--- src/wrtc_pkg.sv ---
/*
 * constants for the wide real-time counter: widths, prescale ratios, reset values.
 * assumes a 20 MHz system clock and a 32.768 kHz crystal tick delivered as a level on a pin.
 */
package wrtc_pkg;
	// ************************************************************
	// widths and reset values
	// ************************************************************
	localparam int COUNT_W = 32;
	localparam logic [31:0] COUNT_RST = 32'h0000_0000;
	localparam logic [31:0] PERIOD_RST = 32'hFFFF_FFFF;
	localparam logic [31:0] COMPARE_RST = 32'hFFFF_FFFF;
	// ************************************************************
	// prescale ratios from the crystal rate
	// ************************************************************
	localparam int XTAL_HZ = 32768;
	localparam int FAST_REF_HZ = 1024;
	localparam int SLOW_REF_HZ = 1;
	localparam int DIV_FAST = XTAL_HZ / FAST_REF_HZ;
	localparam int DIV_SLOW = XTAL_HZ / SLOW_REF_HZ;
	localparam int DIV_W = 15;
	localparam logic [DIV_W-1:0] DIV_FAST_LAST = DIV_W'(DIV_FAST - 1);
	localparam logic [DIV_W-1:0] DIV_SLOW_LAST = DIV_W'(DIV_SLOW - 1);
	// ************************************************************
	// reference select
	// ************************************************************
	typedef enum logic {WRTC_REF_FAST = 1'b0, WRTC_REF_SLOW = 1'b1} wrtc_ref_e;
endpackage

--- src/wrtc_prescaler.sv ---
/*
 * prescaler: turns synchronised crystal ticks into one-cycle reference ticks.
 * assumes xtalTick is already in the clk_sys domain and at most one cycle long.
 */
`timescale 1ns/10ps
module wrtc_prescaler
(
	input wire logic clk_sys,
	input wire logic rstn,
	input wire logic xtalTick,
	input wire logic useSlow,
	output logic refTick
);
	logic [wrtc_pkg::DIV_W-1:0] divCnt_q;
	logic [wrtc_pkg::DIV_W-1:0] divCnt_d;
	logic refTick_q;
	logic refTick_d;
	logic [wrtc_pkg::DIV_W-1:0] lastVal;

	// ************************************************************
	// divide by 32 or 32768 crystal ticks
	// ************************************************************
	// ratio pick
	always_comb
	begin
		lastVal = useSlow ? wrtc_pkg::DIV_SLOW_LAST : wrtc_pkg::DIV_FAST_LAST;
		divCnt_d = divCnt_q;
		refTick_d = 1'b0;
		if (xtalTick)
		begin
			// a ratio change with the count past the new last still wraps here
			if (divCnt_q >= lastVal)
			begin
				divCnt_d = '0;
				refTick_d = 1'b1;
			end
			else
				divCnt_d = divCnt_q + 1'b1;
		end
	end

	always_ff @(posedge clk_sys or negedge rstn)
	begin
		if (!rstn)
		begin
			divCnt_q <= '0;
			refTick_q <= 1'b0;
		end
		else
		begin
			divCnt_q <= divCnt_d;
			refTick_q <= refTick_d;
		end
	end

	assign refTick = refTick_q;
endmodule

--- src/wrtc_counter.sv ---
/*
 * wide real-time counter: 32-bit count of prescaled crystal ticks, compare and period match,
 * sticky status flags, optional interrupt requests and event pulses.
 * assumes crystal_osc_pin_a carries the oscillator output as a slow square wave; config inputs are static.
 */
`timescale 1ns/10ps
module wrtc_counter
#(
	parameter int COUNT_W = wrtc_pkg::COUNT_W
)
(
	input wire logic clk_sys,
	input wire logic rstn,
	input wire logic crystal_osc_pin_a,
	input wire logic onBattery,
	input wire logic refSelSlow,
	input wire logic [COUNT_W-1:0] compareVal,
	input wire logic [COUNT_W-1:0] periodVal,
	input wire logic cmpIrqEn,
	input wire logic ovfIrqEn,
	input wire logic cmpEvtEn,
	input wire logic ovfEvtEn,
	input wire logic cmpFlagClr,
	input wire logic ovfFlagClr,
	output logic [COUNT_W-1:0] countVal,
	output logic cmpFlag,
	output logic ovfFlag,
	output logic cmpIrq,
	output logic ovfIrq,
	output logic cmpEvt,
	output logic ovfEvt
);
	// ************************************************************
	// crystal pin synchroniser and edge detect
	// ************************************************************
	logic xtalMeta_q;
	logic xtalSync_q;
	logic xtalLast_q;
	logic battMeta_q;
	logic battSync_q;
	logic xtalTick;
	logic useSlow;
	logic refTick;

	// two flops per pin; the edge detector compares the second flop with a third flop on the crystal pin
	always_ff @(posedge clk_sys or negedge rstn)
	begin
		if (!rstn)
		begin
			xtalMeta_q <= 1'b0;
			xtalSync_q <= 1'b0;
			xtalLast_q <= 1'b0;
			battMeta_q <= 1'b0;
			battSync_q <= 1'b0;
		end
		else
		begin
			xtalMeta_q <= crystal_osc_pin_a;
			xtalSync_q <= xtalMeta_q;
			xtalLast_q <= xtalSync_q;
			battMeta_q <= onBattery;
			battSync_q <= battMeta_q;
		end
	end

	assign xtalTick = xtalSync_q & ~xtalLast_q;
	assign useSlow = refSelSlow | battSync_q;

	wrtc_prescaler i_wrtc_prescaler
	(
		.clk_sys(clk_sys),
		.rstn(rstn),
		.xtalTick(xtalTick),
		.useSlow(useSlow),
		.refTick(refTick)
	);

	// ************************************************************
	// counter, match detection, flags and outputs
	// ************************************************************
	logic [COUNT_W-1:0] count_q;
	logic [COUNT_W-1:0] count_d;
	logic cmpFlag_q;
	logic cmpFlag_d;
	logic ovfFlag_q;
	logic ovfFlag_d;
	logic cmpIrq_q;
	logic cmpIrq_d;
	logic ovfIrq_q;
	logic ovfIrq_d;
	logic cmpEvt_q;
	logic cmpEvt_d;
	logic ovfEvt_q;
	logic ovfEvt_d;
	logic cmpHit;
	logic ovfHit;

	// matches are judged on the value the count takes at this tick
	always_comb
	begin
		count_d = count_q;
		cmpHit = 1'b0;
		ovfHit = 1'b0;
		if (refTick)
		begin
			count_d = count_q + 1'b1;
			ovfHit = (count_d == periodVal);
			cmpHit = (count_d == compareVal);
			if (ovfHit)
			begin
				count_d = '0;
				// a zero compare meets the count as it wraps
				if (compareVal == '0)
					cmpHit = 1'b1;
			end
		end
		cmpFlag_d = cmpHit | (cmpFlag_q & ~cmpFlagClr);
		ovfFlag_d = ovfHit | (ovfFlag_q & ~ovfFlagClr);
		cmpIrq_d = cmpFlag_d & cmpIrqEn;
		ovfIrq_d = ovfFlag_d & ovfIrqEn;
		cmpEvt_d = cmpHit & cmpEvtEn;
		ovfEvt_d = ovfHit & ovfEvtEn;
	end

	always_ff @(posedge clk_sys or negedge rstn)
	begin
		if (!rstn)
		begin
			count_q <= COUNT_W'(wrtc_pkg::COUNT_RST);
			cmpFlag_q <= 1'b0;
			ovfFlag_q <= 1'b0;
			cmpIrq_q <= 1'b0;
			ovfIrq_q <= 1'b0;
			cmpEvt_q <= 1'b0;
			ovfEvt_q <= 1'b0;
		end
		else
		begin
			count_q <= count_d;
			cmpFlag_q <= cmpFlag_d;
			ovfFlag_q <= ovfFlag_d;
			cmpIrq_q <= cmpIrq_d;
			ovfIrq_q <= ovfIrq_d;
			cmpEvt_q <= cmpEvt_d;
			ovfEvt_q <= ovfEvt_d;
		end
	end

	assign countVal = count_q;
	assign cmpFlag = cmpFlag_q;
	assign ovfFlag = ovfFlag_q;
	assign cmpIrq = cmpIrq_q;
	assign ovfIrq = ovfIrq_q;
	assign cmpEvt = cmpEvt_q;
	assign ovfEvt = ovfEvt_q;

	// ************************************************************
	// assertions
	// ************************************************************
	// count moves only on a tick
	property p_countHold;
		@(posedge clk_sys) disable iff (!rstn)
		!refTick |=> $stable(count_q);
	endproperty
	a_countHold: assert property (p_countHold) else $error("count changed without a tick");

	// count steps by one when not wrapping
	property p_countStep;
		@(posedge clk_sys) disable iff (!rstn)
		refTick && (count_q + 1'b1 != periodVal) |=> count_q == $past(count_q) + 1'b1;
	endproperty
	a_countStep: assert property (p_countStep) else $error("count did not step by one");

	property p_wrap;
		@(posedge clk_sys) disable iff (!rstn)
		refTick && (count_q + 1'b1 == periodVal) |=> count_q == '0 && ovfFlag_q;
	endproperty
	a_wrap: assert property (p_wrap) else $error("period hit did not wrap and flag");

	property p_cmpSet;
		@(posedge clk_sys) disable iff (!rstn)
		refTick && (count_q + 1'b1 == compareVal) |=> cmpFlag_q;
	endproperty
	a_cmpSet: assert property (p_cmpSet) else $error("compare hit lost");

	property p_ovfEvt;
		@(posedge clk_sys) disable iff (!rstn)
		ovfEvt_q |-> $past(ovfEvtEn) && count_q == '0;
	endproperty
	a_ovfEvt: assert property (p_ovfEvt) else $error("overflow event without cause");

	property p_cmpIrq;
		@(posedge clk_sys) disable iff (!rstn)
		cmpIrq_q |-> cmpFlag_q && $past(cmpIrqEn);
	endproperty
	a_cmpIrq: assert property (p_cmpIrq) else $error("compare irq without flag or enable");

	property p_ovfSticky;
		@(posedge clk_sys) disable iff (!rstn)
		ovfFlag_q && !ovfFlagClr |=> ovfFlag_q;
	endproperty
	a_ovfSticky: assert property (p_ovfSticky) else $error("overflow flag dropped without clear");

	// crystal ticks per reference window; only the battery check reads these
	localparam logic [wrtc_pkg::DIV_W:0] SLOW_GAP = (wrtc_pkg::DIV_W+1)'(wrtc_pkg::DIV_SLOW);
	logic [wrtc_pkg::DIV_W:0] xtalGap_q;
	logic [wrtc_pkg::DIV_W:0] xtalGap_d;
	logic battWhole_q;
	logic battWhole_d;

	// a window is judged only if battery held from its start; a mid-window switch may wrap early
	always_comb
	begin
		if (refTick)
		begin
			xtalGap_d = {{wrtc_pkg::DIV_W{1'b0}}, xtalTick};
			battWhole_d = battSync_q;
		end
		else
		begin
			xtalGap_d = xtalGap_q + {{wrtc_pkg::DIV_W{1'b0}}, xtalTick};
			battWhole_d = battWhole_q & battSync_q;
		end
	end

	always_ff @(posedge clk_sys or negedge rstn)
	begin
		if (!rstn)
		begin
			xtalGap_q <= '0;
			battWhole_q <= 1'b0;
		end
		else
		begin
			xtalGap_q <= xtalGap_d;
			battWhole_q <= battWhole_d;
		end
	end

	// on battery ticks are 32768 crystal edges apart
	property p_battSlow;
		@(posedge clk_sys) disable iff (!rstn)
		refTick && battWhole_q |-> xtalGap_q == SLOW_GAP;
	endproperty
	a_battSlow: assert property (p_battSlow) else $error("battery not forcing slow reference");

	c_wrap: cover property (@(posedge clk_sys) disable iff (!rstn) refTick && count_d == '0);
	c_cmp: cover property (@(posedge clk_sys) disable iff (!rstn) cmpHit);
	c_setClr: cover property (@(posedge clk_sys) disable iff (!rstn) cmpHit && cmpFlagClr);
endmodule

--- config.mk ---
export PLATFORM = sky130hd
export DESIGN_NAME = wrtc_counter
export DESIGN_NICKNAME = d
export VERILOG_FILES = /design/src/wrtc_pkg.sv /design/src/wrtc_prescaler.sv /design/src/wrtc_counter.sv
export SDC_FILE = /design/constraint.sdc
export NUM_CORES = 1
export LEC_CHECK = 0
export ABC_AREA = 1
export BUFFER_PORTS_ARGS = -buffer_cell sky130_fd_sc_hd__buf_2
export CAP_MARGIN = 20
export CORE_MARGIN = 2
export CORE_UTILIZATION = 56
export CTS_CLUSTER_DIAMETER = 60
export DETAILED_ROUTE_END_ITERATION = 10
export PLACE_DENSITY = 0.81
export REMOVE_ABC_BUFFERS = 1
export SLEW_MARGIN = 20
export SYNTH_ARGS = -nofsm -noshare
export SYNTH_HDL_FRONTEND = slang
export SYNTH_HIERARCHICAL = 1
export SYNTH_SLANG_ARGS = --single-unit
export TNS_END_PERCENT = 50
--- constraint.sdc ---
create_clock -name clk_sys -period 2.41 [get_ports clk_sys]
set_input_delay 0.3615 -clock clk_sys [delete_from_list [all_inputs] [get_ports clk_sys]]
set_output_delay 0.3615 -clock clk_sys [all_outputs]
set_load 0.02 [all_outputs]
==> results by group, run 1 <==
Timing
  – Worst Tran Pin Value: between 0.7 and 0.8 ns
  – Slew headroom: 0.487
  – RSZ-0062 raised after global routing: true
  – Post-route minimum period: around 2.5 ns
  – Clk_skew: about 0.011 ns
  – Final Hold Viols: 0
  – Maximum clock frequency: between 400 and 500 MHz
  – Crit share post-route: 1.03
  – Final setup fails: 32
  – Hold WS: 0.0332 ns
  – Setup ws final: -0.0837 ns
  – Slew Viols, Final: 0

Clock network
  – Clock Latency Late Sink: between 0.3 and 0.4 ns
  – Clock root buffer: clkbuf_8
  – Clk slew on worst S/H paths: around 0.080 ns
  – TritonCTS buffer count: 9
  – CTS max path bufs: 2
  – H-tree depth: 3
  – Clk sink count: between 50 and 60
  – CTS tree: built
  – # hold bufs at CTS: 0

GRT
  – Vias in the first global route: 5901
  – Largest net degree at the start of global routing: 53
  – Grt ovf: 0
  – Global-route wire length before repair: roughly 28000 µm
  – GRT Total Usage: 0.346
  – Initial antenna violation count: 0

Run
  – Number of max-cap violations: 0

Worst setup path
  – Worst-path cell chain: ha_4 > nand2_4 > nor2_4 > nand2_2 > nor2_4 > nand2_2 > o21ai_2 > nand2_2 > nand2_1 > o21ai_1 > nor2_1 > nand2_1 > nor2_2 > nand3_4 > buf_12 > nand3_1 > o21ai_0
  – Most used cell, CP: nand2_2
  – RR Endpoint: countVal[18]
  – Worst r2r src: countVal[0]
  – Delay-heaviest family, CP: simple AND/OR/NAND/NOR gates
  – Max FO, Critical Path: 12
  – WP buf/inv: 1
  – Max stage delay cell, worst path: dfrtp_2
  – Cells on worst reg2reg path: 17
  – Worst EP required: around 2.6 ns
  – Worst EP arrival: 2.70 ns
  – Crit end category: register
  – CP Launch Type: register
  – Slowest stage delay, CP: roughly 0.42 ns
  – Worst Path Class, Setup: reg2reg
  – R2R setup slack: -0.08 ns

Placement
  – Routability cong.: about 0.97
  – Port bufs: 112
  – Dpl cell area: between 0.006 and 0.007 mm²
  – Hpwl dp: 14200 µm

Synth
  – Synthesis warning total: 6
  – Ys async rst share: 1.00
  – Area of the mapped netlist: between 0.005 and 0.006 mm²
  – Post-synthesis sequential area ratio: 0.271
  – Simple-Gate Fraction of Synth Area: 0.482
  – Largest family of logic cells by synthesized area: simple AND/OR/NAND/NOR gates
  – Cell count after synthesis: 884
  – Adder-cell area share of the yosys netlist: 0.0276
  – #FFs+latches synth: slightly below 60
  – Synth unique cells: 41
  – Post-synth EDFFs: 0
  – Syn_area_per_cell: ~6.2 µm²
  – Prevailing post-synth register cell: dfrtp_1
  – Multiplexer share of the synthesized area: 0.00184
  – Compound-Gate Fraction of Synth Area: 0.0775
  – XOR/XNOR share of the synthesized area: 0.0396

Run status
  – Violated checks: negative setup slack
  – Run status: finished, violations left

Routing
  – Final WL: around 19000 µm
  – Vias per inst: about 5.5
  – Via count: 6666
  – WL/cell: 15.7 µm
  – Post-route ant nets: 0
  – DRC: 0
  – TritonRoute pass-1 iters: 6
  – Detailed Route Iter0 Violations: between 600 and 700

Floorplanning
  – Row count: 35
  – Die width: 103 µm
  – Die height: 103 µm
  – Core Area: ~0.0093 mm²
  – Initial core utilization: 0.583
  – Io pins: 113
  – Die area: 0.0105 mm²

Power
  – Power per cell area: around 1000 mW/mm²
  – VDD IR-drop max: approximately 750 µV
  – Static Leak: about 3.9 nW

Finish
  – Final instance area: about 0.0074 mm²
  – Most common cell after layout, fill and taps aside: nand2_1
  – Layout Nets: approximately 1200
  – Syn-to-layout area delta: 35.6%
  – # diodes: 0
  – Commonest cells after routing, fill and taps aside: 274 x nand2_1, 114 x inv_1, 112 x buf_2
  – Fillers: between 700 and 800
  – Layout cell share with drive strength beyond 1: 0.326

Min path
  – Min-delay worst type: in2async
[routing by layer]
metal,part of all wire,up-vias,global-route usage
li1,-,3202,-
met1,0.41,3000,0.469
met2,0.45,391,0.557
met3,0.10,73,0.0590
met4,0.034,0,0.127
met5,0,-,0
[power breakdown]
group	total (mW)	internal [mW]	switching [mW]
clock network	1.07	0.633	0.436
registers	1.83	1.33	0.495
logic	4.58	1.81	2.77
[area by class of cell]
type | count | area (µm²) | share of cell area
inverter | 120 | 457 | 0.0619
multi-input combinational | 693 | 3740 | 0.507
sequential | 59 | 1480 | 0.201
clock buffer | 11 | 151 | 0.0205
tap | 129 | 161 | 0.0219
timing repair buffer | 201 | 1310 | 0.178
clock inverter | 4 | 73.8 | 0.0100
[synthesized netlist by cell type (3+ instances only)]
library cell	instances	area share
nand2_1	298	0.21
inv_1	118	0.081
nor2_1	106	0.073
nand3_1	95	0.087
dfrtp_1	59	0.27
o21ai_0	27	0.025
o21ai_1	20	0.018
nand4_1	18	0.021
xor2_1	17	0.027
ha_1	12	0.028
nor2_2	12	0.014
a21oi_2	10	0.016
nand2_2	10	0.011
a21oi_1	9	0.0083
nand3b_1	8	0.011
nor2_4	8	0.017
nor4_1	7	0.0080
clkbuf_1	6	0.0041
or2_2	6	0.0069
xnor2_1	5	0.0080
nor3_1	4	0.0037
buf_6	3	0.0062
nand3_2	3	0.0055
[flip-flops by register name (all words and copies together) (netlist names)]
name	count
countVal	32
i_wrtc_prescaler/refTick	1
xtalMeta_q	1
ovfFlag	1
xtalSync_q	1
battSync_q	1
cmpIrq	1
ovfIrq	1
ovfEvt	1
cmpEvt	1
xtalLast_q	1
cmpFlag	1
battMeta_q	1
i_wrtc_prescaler/divCnt_q	15
[how the worst max path moves through the flow]
stage	from	end	slack, ns	depth (start not counted)
3_5_place_dp	countVal[1]	countVal[14]	-0.11	17
4_1_cts	countVal[8]	countVal[12]	-0.008	14
6_report	countVal[0]	countVal[18]	-0.08	17
2_1_floorplan	countVal[0]	countVal[14]	-0.22	16
5_1_grt	countVal[0]	countVal[18]	-0.25	17
3_3_place_gp	countVal[1]	countVal[14]	0.02	17
[per-stage QoR]
stage,worst slack [ns],util,setup TNS (ns),power [mW],cells
floorplan,-0.222,-,-6.25,4.03,871
global placement,0.0192,0.718,0,5.72,1190
detailed placement,-0.105,0.718,-2.34,5.78,1190
CTS,-0.00768,0.749,-0.00768,6.95,1210
global route,-0.253,0.791,-6.28,7.96,1217
finish,-0.0837,0.791,-1.62,7.48,1217
[timing repair]
item | CTS | global route
gates resized for setup | 8 | 98
setup endpoints to repair | 37 | 39
buffers inserted | 5 | 5
pin swaps | 4 | 14
cloned | 0 | 2
[kinds of logic after synthesis]
logic type / after synthesis
AO/OA/AOI/OAI: 72
adder cells (fa/ha/maj): 12
buffers and inverters: 133
AND/OR/NAND/NOR: 584
XOR/XNOR: 23
multiplexers: 1
flip-flops: 59
No activity file was read; power rests on OpenSTA's default activity.
==> run 2, diff against run 1 <==
- MAX_ROUTING_LAYER: default -> met4
- RECOVER_POWER: default -> 25
==> run 2 against run 1 <==
- the run ends with max-capacitance violations, max-slew violations, negative setup slack left
- worst setup slack got worse by 0.045 ns
- die area did not move
- sequential cell count did not move
- critical path depth did not move
- clock power fell by 12%
- non-clock buffer count rose by 5
- via count fell by 2.7%
- combinational power fell by 3%
- critical endpoint is now countVal[7]
- largest power group unchanged
==> results by group, run 2 (synthesis results as in run 1) <==
Routing
  – Final WL: between 15000 and 20000 µm
  – Post-route ant nets: 0
  – WL/cell: between 10 and 15 µm
  – Via count: roughly 6500
  – Vias per inst: ~5.3
  – DRC: 0
  – TritonRoute pass-1 iters: 6
  – Detailed Route Iter0 Violations: between 400 and 500

GRT
  – Grt ovf: 0
  – GRT Total Usage: 0.361
  – Initial antenna violation count: 0
  – Global-route wire length before repair: 28100 µm
  – Vias in the first global route: 5907
  – Largest net degree at the start of global routing: 53

Worst setup path
  – Worst Path Class, Setup: reg2reg
  – Max FO, Critical Path: 15
  – Worst r2r src: countVal[1]
  – Slowest stage delay, CP: 0.44 ns
  – Most used cell, CP: nand2_1
  – R2R setup slack: -0.13 ns
  – CP Capture Point: countVal[7]
  – Worst EP required: 2.62 ns
  – Worst-path cell chain: ha_4 > nand2_2 > nor2_4 > nand2_1 > nor2_4 > nand2_1 > nand2_1 > nand2_2 > nand2_2 > nand3_1 > nor3_2 > nand2_1 > nor2_2 > nand3_4 > buf_12 > nand3_1 > o21ai_0
  – RR Endpoint: countVal[7]
  – Max stage delay cell, worst path: dfrtp_1
  – Crit end category: register
  – CP Launch Type: register
  – Critical Path Source: countVal[1]
  – Cells on worst reg2reg path: 17
  – Worst EP arrival: between 2 and 3 ns

Timing
  – Final setup fails: 34
  – Slew Viols, Final: 26
  – Maximum clock frequency: 394 MHz
  – Clk_skew: 0.0173 ns
  – Worst Tran Pin Value: around 1.5 ns
  – RSZ-0062 raised after global routing: true
  – Crit share post-route: 1.05
  – Slew headroom: -0.00691
  – Hold WS: between 0.1 and 0.15 ns
  – Setup ws final: -0.129 ns
  – Final Hold Viols: 0
  – Post-route minimum period: 2.54 ns

Min path
  – Min-delay worst type: in2reg

Run
  – Number of max-cap violations: 1

Clock network
  – TritonCTS buffer count: 9
  – Clock root buffer: clkbuf_8
  – Clock Latency Late Sink: approximately 0.36 ns
  – # hold bufs at CTS: 0
  – Clk sink count: 59
  – Clk slew on worst S/H paths: about 0.080 ns
  – CTS max path bufs: 2
  – H-tree depth: 3
  – CTS tree: built

Finish
  – Largest register FFs: 32
  – Commonest cells after routing, fill and taps aside: 291 x nand2_1, 116 x inv_1, 111 x buf_2
  – Most common cell after layout, fill and taps aside: nand2_1
  – Layout cell share with drive strength beyond 1: 0.293
  – Layout Nets: about 1200
  – Core Util, Final: 0.772
  – Syn-to-layout area delta: 32.3%
  – Final instance area: approximately 0.0072 mm²
  – Non-Filler Instances: around 1200
  – # diodes: 0

Floorplanning
  – Die width: between 100 and 150 µm
  – Row count: 35
  – Io pins: about 110
  – Initial core utilization: 0.583
  – Die area: 0.0105 mm²
  – Die height: roughly 100 µm
  – Core Area: 0.00933 mm²

Power
  – Static Leak: about 3.8 nW
  – VDD IR-drop max: a little under 700 µV
  – Power per cell area: around 990 mW/mm²

Placement
  – Port bufs: 112
  – Placed Instances: 1203
  – Dpl cell area: between 0.006 and 0.007 mm²
  – Routability cong.: 1.03
  – Hpwl dp: roughly 14000 µm

Run status
  – Run status: finished, violations left
  – Violated checks: max-capacitance violations, max-slew violations, negative setup slack
## run 2: changes by cell type in the layout (fill, tap and decap cells not counted), sizes merged
cell / before / now
buf: 200 / 205
clkinvlp: 1 / 3
nor2: 128 / 127
bufinv: 2 / 1
clkbuf: 12 / 10
clkinv: 2 / 4
## run 2: area by class of cell
type / instances / area (µm²)
Sequential cell: 59 / 1480
Timing Repair Buffer: 206 / 1320
Clock inverter: 7 / 68.8
Fill cell: 803 / 2130
Inverter: 120 / 454
Tap cell: 129 / 161
Multi-Input combinational cell: 692 / 3590
Clock buffer: 9 / 124
## run 2: report_power, final
group | total, mW | internal [mW] | switching [mW]
combinational | 4.42 | 1.80 | 2.62
clock | 0.940 | 0.473 | 0.467
sequential | 1.78 | 1.33 | 0.451
## run 2: repair_timing
action / CTS / global route
buffers inserted: 3 / 1
pin swaps: 7 / 13
resized for setup: 17 / 35
setup endpoints to repair: 36 / 39
## run 2: through the flow
stage | setup TNS [ns] | setup WS [ns] | power (mW)
global route | -8.53 | -0.288 | 7.64
finish | -2.97 | -0.129 | 7.14
floorplan | -6.25 | -0.222 | 4.03
global placement | -2.10 | -0.0912 | 5.84
detailed placement | -4.49 | -0.161 | 5.89
CTS | -1.11 | -0.0751 | 6.93
## run 2: critical path, delay by kind of cell, from the launching register on
family / cells / cell delay, ns
AND/OR/NAND/NOR: 14 / 1.50
flip-flops: 1 / 0.44
adder cells (fa/ha/maj): 1 / 0.19
buffers and inverters: 1 / 0.17
AO/OA/AOI/OAI: 1 / 0.10
## run 2: worst min path at each step
stage                                 start                            to  slack, ns  cells after the start
after floorplan                        rstn                    battMeta_q       0.07                      0
after global placement           battMeta_q                    battSync_q       0.33                      0
after detailed placement         xtalMeta_q                    xtalSync_q       0.34                      0
after CTS                              rstn  i_wrtc_prescaler/divCnt_q[9]       0.03                      1
after global routing              onBattery                    battMeta_q       0.11                      1
final                     crystal_osc_pin_a                    xtalMeta_q       0.10                      1
## run 2: layer usage
| metal | wire length, µm | GRT usage | vias to the layer above |
|---|---|---|---|
| met5 | 0 | - | - |
| met4 | 473 | 0.121 | 0 |
| met3 | 1880 | 0.0603 | 43 |
| met2 | 8390 | 0.566 | 304 |
| met1 | 7510 | 0.477 | 2925 |
| li1 | - | - | 3212 |
==> run 3, diff against run 2 <==
- CELL_PAD_IN_SITES_DETAIL_PLACEMENT: default -> 1
- CELL_PAD_IN_SITES_GLOBAL_PLACEMENT: default -> 1
- CORE_UTILIZATION: 56 -> 39
- PLACE_DENSITY: 0.81 -> default
- PLACE_DENSITY_LB_ADDON: default -> 0.1
==> run 3 against run 2 <==
- the run ends with negative setup slack left
- clock power is 46% higher
- routed wire length increased by 35%
- sequential share of layout area decreased by 1.7 points
- cell count rose by 8.0%
- register-to-register slack worse by 0.23 ns
- critical path type unchanged
- critical endpoint is now cmpIrq
==> results by group, run 3 (synthesis results as in run 1) <==
Power
  – Clock power share: 0.165
  – Cell-internal power: 4.21 mW
  – Switch Pwr: approximately 4.1 mW
  – Switching Fraction: 0.493
  – VDD IR-drop max: approximately 530 µV
  – Comb power frac: 0.624
  – Power per cell area: ~1100 mW/mm²
  – Static Leak: 4.16 nW
  – Overall power: about 8.3 mW
  – Share of total power in sequential cells: 0.212

Worst setup path
  – Crit end category: register
  – Delay-heaviest family, CP: simple AND/OR/NAND/NOR gates
  – CP Launch Type: register
  – Max stage delay cell, worst path: dfrtp_1
  – Slowest stage delay, CP: roughly 0.44 ns
  – Worst EP arrival: around 3.1 ns
  – Worst EP required: roughly 2.7 ns
  – WP buf/inv: 4
  – Max FO, Critical Path: 5
  – Worst-path cell chain: buf_6 > nand2_4 > nor2_4 > nand2_2 > nor2_4 > nand2_1 > buf_4 > xor2_1 > inv_1 > nand2_1 > nand3_1 > nor2_1 > nand2_1 > nor2_1 > nand2_1 > nand3_1 > nand2_1 > inv_1
  – Most used cell, CP: nand2_1
  – Worst Path Class, Setup: reg2reg

Finish
  – Area of the multi-input gates: 0.00371 mm²
  – # diodes: 0
  – Most common cell after layout, fill and taps aside: nand2_1
  – Seq. cell area: 0.00148 mm²
  – Syn-to-layout area delta: 44.1%
  – Largest register FFs: 32
  – Non-Filler Instances: approximately 1300
  – Fillers: ~1900
  – Commonest cells after routing, fill and taps aside: 271 x nand2_1, 127 x buf_4, 118 x inv_1
  – Layout cell share with drive strength beyond 1: 0.339
  – Layout Nets: about 1200

GRT
  – Initial antenna violation count: 0
  – GRT Total Usage: 0.340
  – Global-route wire length before repair: ~37000 µm
  – Vias in the first global route: 7128
  – Grt ovf: 0
  – Largest net degree at the start of global routing: between 50 and 60

Floorplanning
  – Row count: 43
  – Die width: 122 µm
  – Core Area: 0.0138 mm²
  – Die height: between 100 and 150 µm
  – Die area: 0.0149 mm²
  – Io pins: approximately 110
  – Initial core utilization: 0.395

Timing
  – Sum Neg Setup Slack: -10.07 ns
  – Worst Tran Pin Value: between 1 and 1.5 ns
  – Clk_skew: between 0.01 and 0.015 ns
  – Final Hold Viols: 0
  – Slew Viols, Final: 0
  – Final setup fails: 38
  – Crit share post-route: 1.15
  – Setup ws final: -0.356 ns
  – Slew headroom: 0.109
  – RSZ-0062 raised after global routing: true
  – Hold WS: approximately 0.12 ns
  – Post-route minimum period: roughly 2.8 ns
  – Maximum clock frequency: around 360 MHz

Clock network
  – Clk sink count: between 50 and 60
  – H-tree depth: 3
  – CTS tree: built
  – Clock root buffer: clkbuf_16
  – Clk slew on worst S/H paths: roughly 0.06 ns
  – TritonCTS buffer count: 9
  – Clock Latency Late Sink: 0.36 ns
  – CTS max path bufs: 2

Placement
  – Routability cong.: approximately 0.95
  – Hpwl dp: roughly 18000 µm
  – Placed Instances: 1287
  – Port bufs: 112

Routing
  – Post-route ant nets: 0
  – DRC: 0
  – Via count: 7103
  – TritonRoute pass-1 iters: 5
  – Vias per inst: between 5 and 6
  – Detailed Route Iter0 Violations: 610
  – WL/cell: 18.7 µm
  – Final WL: about 25000 µm

Run status
  – Run status: finished, violations left
  – Violated checks: negative setup slack

Min path
  – Min-delay worst type: in2reg

Run
  – Number of max-cap violations: 0
==> run 3: changes by cell type in the layout (fill, tap and decap cells not counted), sizes merged <==
cell | before | now
dlygate4sd3 | 0 | 1
clkinvlp | 3 | 2
clkinv | 4 | 2
buf | 205 | 251
inv | 119 | 122
==> run 3: area by class of cell <==
| type | instances | area share |
|---|---|---|
| clock buffers | 9 | 0.0287 |
| well taps | 180 | 0.0287 |
| multi-input cells | 692 | 0.473 |
| clock inverters | 7 | 0.00974 |
| flip-flops and latches | 59 | 0.189 |
| inverters | 120 | 0.0575 |
| repair buffers | 253 | 0.214 |
==> run 3: what timing repair did <==
| item | CTS | global route |
|---|---|---|
| endpoints found under the hold margin | 5 | 0 |
| pin swaps | 24 | 8 |
| cloned | 0 | 0 |
| buffers inserted | 10 | 6 |
| hold buffers | 1 | 0 |
| setup endpoints to repair | 38 | 38 |
| resized for setup | 69 | 25 |
==> run 3: routing by layer <==
layer  part of all wire  track usage  up-vias  routed length (µm)
met5                  0            -        -                   0
met4              0.036        0.142        0                 894
met3              0.052       0.0421       70                1290
met2               0.49        0.574      276               12200
met1               0.42        0.409     3442               10400
li1                   -            -     3315                   -
==> run 3: worst reg2reg max path, delay by kind of cell, from the launching register on <==
family	cells	cell delay, ns
xor gates and xnor gates	1	0.28
DFF	1	0.44
and+or+nand+nor	13	1.50
buffers and inverters	4	0.50
==> run 3: path summary, 6_finish.rpt <==
| check | startpoint | to | slack (ns) | cells after the start |
|---|---|---|---|---|
| worst max-delay path | countVal[1] | cmpIrq | -0.36 | 18 |
| worst min-delay path | crystal_osc_pin_a | xtalMeta_q | 0.12 | 1 |
| worst max register to register | countVal[1] | cmpIrq | -0.36 | 18 |
| worst min register to register | xtalMeta_q | xtalSync_q | 0.35 | 0 |
| max in group asynchronous | rstn | countVal[12] | 0.29 | 3 |
| min in group asynchronous | rstn | i_wrtc_prescaler/divCnt_q[7] | 0.41 | 2 |
==> run 3: stage by stage <==
stage          instance area (µm²)  setup slack [ns]   util
4_1_cts                       7710            -0.134  0.560
5_1_grt                       7840            -0.493  0.569
2_1_floorplan                 5350            -0.222      -
6_report                      7840            -0.356  0.569
3_5_place_dp                  7080            -0.209  0.514
3_3_place_gp                  7080            -0.115  0.514
==> run 3: power by group through the flow <==
stage | Sequential [mW] | Clock, mW | Combinational, mW
3_5_place_dp | 1.72 | 0 | 4.59
5_1_grt | 1.80 | 1.41 | 5.58
3_3_place_gp | 1.71 | 0 | 4.48
4_1_cts | 1.73 | 1.37 | 4.90
2_1_floorplan | 2.06 | 0 | 1.97
6_report | 1.76 | 1.37 | 5.18
